`src/xb_cfg.svh`:
```
// constants for the banked sram and expansion decoder and its host controller
`ifndef XB_CFG_SVH
`define XB_CFG_SVH
// host memory map
`define SRAM_LO     16'h2200
`define SRAM_HI     16'ha1ff
`define EXP_LO      16'ha200
`define EXP_HI      16'hfeff
`define REG_LO      16'hff00
`define BANK_REG    16'hff01
`define BANK_RST    4'h0
`define UPPER_ZERO  4'h0
// host controller avalon map, byte addresses
`define A_XADDR     5'h00
`define A_WDATA     5'h04
`define A_CTRL      5'h08
`define A_STATUS    5'h0c
`define A_RDATA     5'h10
// control and status bit positions
`define CTL_EN      0
`define CTL_WS_LO   2
`define CTL_WS_HI   3
`define CTL_GO_WR   4
`define CTL_GO_RD   5
`define ST_BUSY     0
`define ST_DONE     1
// host bus cycle timing in clocks
`define ALE_CYC     4'h2
`define STB_CYC     4'h4
`define WAIT_CYC    4'h2
`endif

```
`src/xbus_if.sv`:
```
// multiplexed host bus between controller and decoder
`default_nettype none
interface xbus_if;
  logic [7:0] ad_h2d;   // low address then write data from host
  logic       ad_h_oe;  // host drives ad lines
  logic [7:0] ad_d2h;   // read data from decoder
  logic       ad_d_oe;  // decoder drives ad lines
  logic [7:0] addr_hi;  // upper address
  logic       ale;      // address latch strobe, high
  logic       rd_n;     // read strobe
  logic       wr_n;     // write strobe
  modport host (output ad_h2d, ad_h_oe, addr_hi, ale, rd_n, wr_n,
                input  ad_d2h, ad_d_oe);
  modport dev  (input  ad_h2d, ad_h_oe, addr_hi, ale, rd_n, wr_n,
                output ad_d2h, ad_d_oe);
endinterface // xbus_if
`default_nettype wire

```
`src/exp_decoder.sv`:
```
// device end: address latch, bank register, sram and expansion decode
`include "xb_cfg.svh"
`default_nettype none
module exp_decoder #(
  parameter int BANK_W = 4,
  parameter int OFS_W  = 15
) (
  // clock and reset
  input  wire logic                    clk_in,
  input  wire logic                    sys_rst_in,
  // host bus
  xbus_if.dev                          bus,
  // banked sram
  output logic [BANK_W+OFS_W-1:0]      sram_addr_out,
  output logic                         sram_ce_n_out,
  output logic                         sram_oe_n_out,
  output logic                         sram_we_n_out,
  output logic [7:0]                   sram_data_out,
  output logic                         sram_data_oe_out,
  input  wire logic [7:0]              sram_data_in,
  // expansion bus
  output logic                         exp_en_n_out,
  output logic                         exp_rd_n_out,
  output logic                         exp_wr_n_out,
  output logic [15:0]                  exp_addr_out,
  output logic [7:0]                   exp_data_out,
  output logic                         exp_data_oe_out,
  input  wire logic [7:0]              exp_data_in,
  // buffered reset, active low
  output logic                         buffered_reset_out_n
);
  logic [7:0]        addr_lo_r;
  logic [BANK_W-1:0] bank_number_field;
  logic              wr_q_r;
  logic [15:0]       full_addr;
  logic [15:0]       ofs_full;
  logic              in_sram;
  logic              in_exp;
  logic              in_reg;
  logic              active;
  logic              rd_act;
  logic              wr_act;
  logic              bank_wr;
  logic [7:0]        rd_mux;
  logic [7:0]        sram_bank_selector;

  // ****************************************
  // address latch and decode
  // ****************************************

  // low byte captured while the latch strobe is high; holds once it falls
  always_ff @(posedge clk_in) begin
    if (sys_rst_in) begin
      addr_lo_r <= 8'h0;
    end else if (bus.ale & bus.ad_h_oe) begin
      addr_lo_r <= bus.ad_h2d;
    end
  end

  assign full_addr = {bus.addr_hi, addr_lo_r};
  // window offset; the window is 32KB so it fits the low offset bits
  assign ofs_full  = full_addr - `SRAM_LO;

  // three disjoint windows; the register page is kept out of both
  assign in_sram = (full_addr >= `SRAM_LO) & (full_addr <= `SRAM_HI);
  assign in_exp  = (full_addr >= `EXP_LO) & (full_addr <= `EXP_HI);
  assign in_reg  = (full_addr >= `REG_LO);

  // strobes count only once the address phase is over
  assign rd_act = ~bus.rd_n & ~bus.ale;
  assign wr_act = ~bus.wr_n & ~bus.ale;
  assign active = rd_act | wr_act;

  // ****************************************
  // bank register
  // ****************************************

  // previous write strobe, to act once per write cycle
  always_ff @(posedge clk_in) begin
    if (sys_rst_in) begin
      wr_q_r <= 1'b1;
    end else begin
      wr_q_r <= bus.wr_n;
    end
  end

  // first clock of the write strobe; data is already on the lines then
  assign bank_wr = wr_act & wr_q_r & bus.ad_h_oe & (full_addr == `BANK_REG);

  // only the low bits are stored; the upper bits have no storage at all
  always_ff @(posedge clk_in) begin
    if (sys_rst_in) begin
      bank_number_field <= `BANK_RST;
    end else if (bank_wr) begin
      bank_number_field <= bus.ad_h2d[BANK_W-1:0];
    end
  end

  // readback image, upper nibble always zero
  assign sram_bank_selector = {`UPPER_ZERO, bank_number_field};

  // ****************************************
  // banked sram
  // ****************************************

  // one bank at a time: the bank number forms the top sram address bits
  always_ff @(posedge clk_in) begin
    if (sys_rst_in) begin
      sram_addr_out    <= '0;
      sram_ce_n_out    <= 1'b1;
      sram_oe_n_out    <= 1'b1;
      sram_we_n_out    <= 1'b1;
      sram_data_out    <= 8'h0;
      sram_data_oe_out <= 1'b0;
    end else begin
      sram_addr_out    <= {bank_number_field, ofs_full[OFS_W-1:0]};
      sram_ce_n_out    <= ~(active & in_sram);
      sram_oe_n_out    <= ~(rd_act & in_sram);
      sram_we_n_out    <= ~(wr_act & in_sram);
      sram_data_out    <= bus.ad_h2d;
      sram_data_oe_out <= wr_act & in_sram;
    end
  end

  // ****************************************
  // expansion bus
  // ****************************************

  // strobes are gated by the window as well, so they never move alone
  always_ff @(posedge clk_in) begin
    if (sys_rst_in) begin
      exp_en_n_out    <= 1'b1;
      exp_rd_n_out    <= 1'b1;
      exp_wr_n_out    <= 1'b1;
    end else begin
      exp_en_n_out    <= ~(active & in_exp);
      exp_rd_n_out    <= ~(rd_act & in_exp);
      exp_wr_n_out    <= ~(wr_act & in_exp);
    end
  end

  // address and write data follow the host bus every clock
  always_ff @(posedge clk_in) begin
    if (sys_rst_in) begin
      exp_addr_out    <= 16'h0;
      exp_data_out    <= 8'h0;
      exp_data_oe_out <= 1'b0;
    end else begin
      exp_addr_out    <= full_addr;
      exp_data_out    <= bus.ad_h2d;
      exp_data_oe_out <= wr_act & in_exp;
    end
  end

  // ****************************************
  // read return to the host
  // ****************************************

  // unused register page locations read as zero
  always_comb begin
    rd_mux = 8'h0;
    if (in_sram) begin
      rd_mux = sram_data_in;
    end else if (in_exp) begin
      rd_mux = exp_data_in;
    end else if (full_addr == `BANK_REG) begin
      rd_mux = sram_bank_selector;
    end
  end

  // one clock from strobe to data, as the pin data passes a register
  always_ff @(posedge clk_in) begin
    if (sys_rst_in) begin
      bus.ad_d2h  <= 8'h0;
      bus.ad_d_oe <= 1'b0;
    end else begin
      bus.ad_d2h  <= rd_mux;
      bus.ad_d_oe <= rd_act & (in_sram | in_exp | in_reg);
    end
  end

  // ****************************************
  // buffered reset
  // ****************************************

  // one clock behind the system reset; nothing outside may pull it
  always_ff @(posedge clk_in) begin
    if (sys_rst_in) begin
      buffered_reset_out_n <= 1'b0;
    end else begin
      buffered_reset_out_n <= 1'b1;
    end
  end
endmodule // exp_decoder
`default_nettype wire

```
`src/flat_wrapper.sv`:
```
// flat-port wrapper written by rule: the top's interface ports become plain ports
module exp_decoder_flat 
#(
  parameter int BANK_W = 4,
  parameter int OFS_W  = 15
)
  (clk_in, sys_rst_in, sram_addr_out, sram_ce_n_out, sram_oe_n_out, sram_we_n_out, sram_data_out, sram_data_oe_out, sram_data_in, exp_en_n_out, exp_rd_n_out, exp_wr_n_out, exp_addr_out, exp_data_out, exp_data_oe_out, exp_data_in, buffered_reset_out_n, bus_ad_h2d, bus_ad_h_oe, bus_addr_hi, bus_ale, bus_rd_n, bus_wr_n, bus_ad_d2h, bus_ad_d_oe);
  xbus_if bus_i ();
  input  wire logic clk_in;
  input  wire logic sys_rst_in;
  output logic [BANK_W+OFS_W-1:0] sram_addr_out;
  output logic sram_ce_n_out;
  output logic sram_oe_n_out;
  output logic sram_we_n_out;
  output logic [7:0] sram_data_out;
  output logic sram_data_oe_out;
  input  wire logic [7:0] sram_data_in;
  output logic exp_en_n_out;
  output logic exp_rd_n_out;
  output logic exp_wr_n_out;
  output logic [15:0] exp_addr_out;
  output logic [7:0] exp_data_out;
  output logic exp_data_oe_out;
  input  wire logic [7:0] exp_data_in;
  output logic buffered_reset_out_n;
  input wire logic [$bits(bus_i.ad_h2d)-1:0] bus_ad_h2d;
  input wire logic [$bits(bus_i.ad_h_oe)-1:0] bus_ad_h_oe;
  input wire logic [$bits(bus_i.addr_hi)-1:0] bus_addr_hi;
  input wire logic [$bits(bus_i.ale)-1:0] bus_ale;
  input wire logic [$bits(bus_i.rd_n)-1:0] bus_rd_n;
  input wire logic [$bits(bus_i.wr_n)-1:0] bus_wr_n;
  output wire logic [$bits(bus_i.ad_d2h)-1:0] bus_ad_d2h;
  output wire logic [$bits(bus_i.ad_d_oe)-1:0] bus_ad_d_oe;
  assign bus_i.ad_h2d = bus_ad_h2d;
  assign bus_i.ad_h_oe = bus_ad_h_oe;
  assign bus_i.addr_hi = bus_addr_hi;
  assign bus_i.ale = bus_ale;
  assign bus_i.rd_n = bus_rd_n;
  assign bus_i.wr_n = bus_wr_n;
  assign bus_ad_d2h = bus_i.ad_d2h;
  assign bus_ad_d_oe = bus_i.ad_d_oe;
  exp_decoder #(.BANK_W(BANK_W), .OFS_W(OFS_W)) u_core (.clk_in(clk_in), .sys_rst_in(sys_rst_in), .bus(bus_i), .sram_addr_out(sram_addr_out), .sram_ce_n_out(sram_ce_n_out), .sram_oe_n_out(sram_oe_n_out), .sram_we_n_out(sram_we_n_out), .sram_data_out(sram_data_out), .sram_data_oe_out(sram_data_oe_out), .sram_data_in(sram_data_in), .exp_en_n_out(exp_en_n_out), .exp_rd_n_out(exp_rd_n_out), .exp_wr_n_out(exp_wr_n_out), .exp_addr_out(exp_addr_out), .exp_data_out(exp_data_out), .exp_data_oe_out(exp_data_oe_out), .exp_data_in(exp_data_in), .buffered_reset_out_n(buffered_reset_out_n));
endmodule
```
`config.mk`:
```
export PLATFORM = sky130hd
export DESIGN_NAME = exp_decoder_flat
export DESIGN_NICKNAME = d
export VERILOG_FILES = /design/src/xbus_if.sv /design/src/exp_decoder.sv /design/src/flat_wrapper.sv
export VERILOG_INCLUDE_DIRS = /design/src
export SDC_FILE = /design/constraint.sdc
export NUM_CORES = 1
export LEC_CHECK = 0
export BUFFER_PORTS_ARGS = -buffer_cell sky130_fd_sc_hd__buf_2
export CAP_MARGIN = 20
export CORE_UTILIZATION = 50
export CTS_CLUSTER_DIAMETER = 80
export DETAILED_ROUTE_END_ITERATION = 10
export PLACE_DENSITY = 0.84
export SYNTH_ARGS = -nofsm -noshare
export SYNTH_HDL_FRONTEND = slang
export SYNTH_SLANG_ARGS = --single-unit
```
`constraint.sdc`:
```
create_clock -name clk_in -period 3.5 [get_ports clk_in]
set_input_delay 0.175 -clock clk_in [delete_from_list [all_inputs] [get_ports clk_in]]
set_output_delay 0.175 -clock clk_in [all_outputs]
set_load 0.1 [all_outputs]
```
==> results.md <==
* Vias per cell at 5.018
* Crit path max-delay family: compound AO/OA/AOI/OAI gates
* CP bufs+invs at 0
* Post-DP HPWL at 3.821 mm
* Cell Rows at 24
* Worst setup path class: flop to flop
* PwrDens at 617.6 mW/mm²
* Area Overhead vs Synth at 27.06%
* Leakage at 1.405 nW
* Sequential-to-total area share from yosys stat at 54.85%
* Clk_lat worst skew at 330 ps
* Most frequent CP cell: a211oi_1
* Slew headroom at 32.42%
* Routed WL at 5.241 mm
* GR Util All Layers at 21.36%
* Avg WL per Cell at 13.65 µm
* Max Cap Viol at 0
* Core ar. at 0.004444 mm²
* Number of I/O pins at 107
* Initial core utilization at 53.38%
* Total Die Area at 0.005024 mm²
* Worst Path Required at 3670 ps
* Ys flop type: dfxtp_1
* RSZ-0062 raised after global routing: false
* Initial antenna violation count at 0
* Antenna Nets Post-Route at 0
* Int Power at 1.229 mW
* Fmax at 0.5508 GHz
* Final setup violating endpoints at 0
* DRC Markers at 16
* Hold crit path type: input pin to flop
* 1st-pass router iterations at 8
* Cell Chain, Critical Path: nor4_2, a41oi_1, a211oi_1, a211oi_1
* Measured slew at the worst slew-check pin at 1014 ps
* Critical path peak fanout at 5
* Clock Pin Slew Worst Setup and Hold Paths at 70 ps
* Worst vdd ir at 0.0002970 V
* CTS tree: done
* Final Hold Viols at 0
* Clock Power Share at 35.5%
* Tot Pwr at 1.861 mW
* Final Cycle Share at 51.88%
* Clock sink count at 65
* Failing checks: DRC
* Post-synth EDFFs at 0
* FFs w/ async S/R, synth at 0%
* Crit path largest cell delay at 520 ps
* Post-Syn Nets at 276
* Flop pwr share at 42.1%
* Starting DRC count in detailed routing at 122
* Number of global-route vias before repair at 1,732
* ANT cells at 0
* Setup crit end kind: flop
* Placer Congestion at 0.8712
* Mapped cell area at 0.002372 mm²
* I/O Buffers at 106
* TNS Setup at 0 ps
* Fillers at 373
* Netlist cell types at 37
* Clock buffer depth at 2
* Startpoint class of the critical path: flop
* Post-CTS setup buffers at 0
* Fin crit period at 1816 ps
* GR Overflow Total at 0
* Arrival time worst endpoint at 1980 ps
* DIE WIDTH at 70.88 µm
* Status: finished with violations
* Post-cts gate resize count at 0
* Clock Skew at 6.193 ps
* H-tree depth at 3
* First-pass GRT wire length at 8.128 mm
* Layout cell share with drive strength beyond 1 at 40.36%
* Via count at 1,927
* FF+latch count, synth at 65
* Die H at 70.88 µm
* Avg Cell Area, Syn at 10.05 µm²
* Nets at 367
* Post-CTS Hold Fix Bufs at 0
* Combinational share of power at 22.4%
* Slew Limit Fails at 0
* Total CTS buffers at 9
* Root Driver: clkbuf_8
* Net Sw Frac at 33.98%
* Cells after Synth at 236
* Psw at 0.6325 mW
* Critical Path Slowest Stage Cell: nor4_2
* Largest net degree at the start of global routing at 60
* Yosys warns at 0
[logic make-up after synthesis]
logic type	Yosys count	synth area share [%]
compound gates	47	14.50
simple gates	87	20.41
xor+xnor	3	1.108
buf+inv	32	8.069
fa+ha+maj	2	1.055
flops	65	54.85
[power groups by stage]
stage          Clock, mW  Combinational (mW)  Sequential (mW)
5_1_grt            0.707               0.432            0.787
6_report           0.661               0.416            0.785
2_1_floorplan          0               0.142             1.01
4_1_cts            0.671               0.416            0.784
3_5_place_dp           0               0.415            0.801
3_3_place_gp           0               0.412            0.801
[cells in the mapped netlist, types with 2 or more instances]
cell type | n | area, µm²
inv_1 | 6 | 22.52
and3_1 | 2 | 12.51
and4_2 | 2 | 20.02
nor2b_1 | 25 | 156.4
xnor2_1 | 3 | 26.28
buf_4 | 17 | 127.6
a22oi_1 | 4 | 30.03
nand2b_1 | 3 | 18.77
nor2_1 | 10 | 37.54
o21ai_0 | 4 | 20.02
a211oi_1 | 8 | 60.06
nand3_1 | 14 | 70.07
nand2_1 | 18 | 67.56
o21ai_4 | 2 | 32.53
a21oi_1 | 18 | 90.09
o211ai_1 | 4 | 30.03
nor3_1 | 4 | 20.02
dfxtp_1 | 65 | 1301
ha_1 | 2 | 25.02
nor4bb_1 | 2 | 20.02
clkbuf_1 | 7 | 26.28
[cell usage in the layout (no fill, tap or decap), types with 2 or more instances in the layout]
cell type   synthesis  layout
o21ai_4             2       2
nor2_1             10      10
nor4bb_1            2       2
nor2b_1            25      25
nand2_1            18      18
a211oi_1            8       8
inv_1               6       6
and3_1              2       2
a22oi_1             4       4
clkinvlp_4          0       2
nand3_1            14      14
ha_1                2       2
xnor2_1             3       3
clkbuf_8            0      12
buf_2               0     106
a21oi_1            18      18
and4_2              2       2
o211ai_1            4       4
nand2b_1            3       3
nor3_1              4       4
o21ai_0             4       4
dfxtp_1            65      65
[state kept, by name, indices dropped and copies added, names as in the netlist, 4 cells and up]
register	cells
u_core.sram_data_out	8
u_core.addr_lo_r	8
u_core.exp_addr_out	16
u_core.bank_number_field	4
u_core.bus.ad_d2h	8
u_core.sram_addr_out	10
[area by class of cell]
type / instances / area [µm²] / share of cell area [%]
inverter: 6 / 22.52 / 0.7472
timing repair buffer: 106 / 530.5 / 17.60
sequential: 65 / 1301 / 43.17
clock inverter: 4 / 50.05 / 1.660
tap: 52 / 65.06 / 2.159
clock buffer: 12 / 165.2 / 5.479
multi-input combinational: 139 / 879.6 / 29.18
[final timing paths]
check | startpoint | end | slack [ps] | cells past startpoint
max reg2reg | u_core.addr_lo_r[6] | u_core.bus.ad_d2h[0] | 1680 | 4
min | bus_ad_h2d[4] | u_core.sram_data_out[4] | 70 | 2
max | u_core.addr_lo_r[6] | u_core.bus.ad_d2h[0] | 1680 | 4
min reg2reg | u_core.bank_number_field[1] | u_core.sram_addr_out[16] | 480 | 1
[through the flow]
stage	cells	instance area [µm²]	utilization, %	setup slack, ps	hold slack [ps]
CTS	384	3014	67.82	1711	58.35
detailed placement	368	2799	62.98	1584	408.9
global route	384	3014	67.82	1562	71.91
floorplan	236	2372	-	1969	247.4
finish	384	3014	67.82	1684	67.99
global placement	368	2799	62.98	1735	403.2
[worst register-to-register path, stage by stage, from the launching register on]
cell and delay, ps:
dfxtp_1 330, nor4_2 520, a41oi_1 350, a211oi_1 350, a211oi_1 110
[routing by layer]
layer	up-vias	global-route usage, %	wire (µm)
li1	982	-	-
met1	867	26.90	2348
met2	68	34.83	2498
met3	10	6.838	326
met4	0	7.111	67
met5	-	0	0
Note: power is estimated with default switching activity, not from simulation.
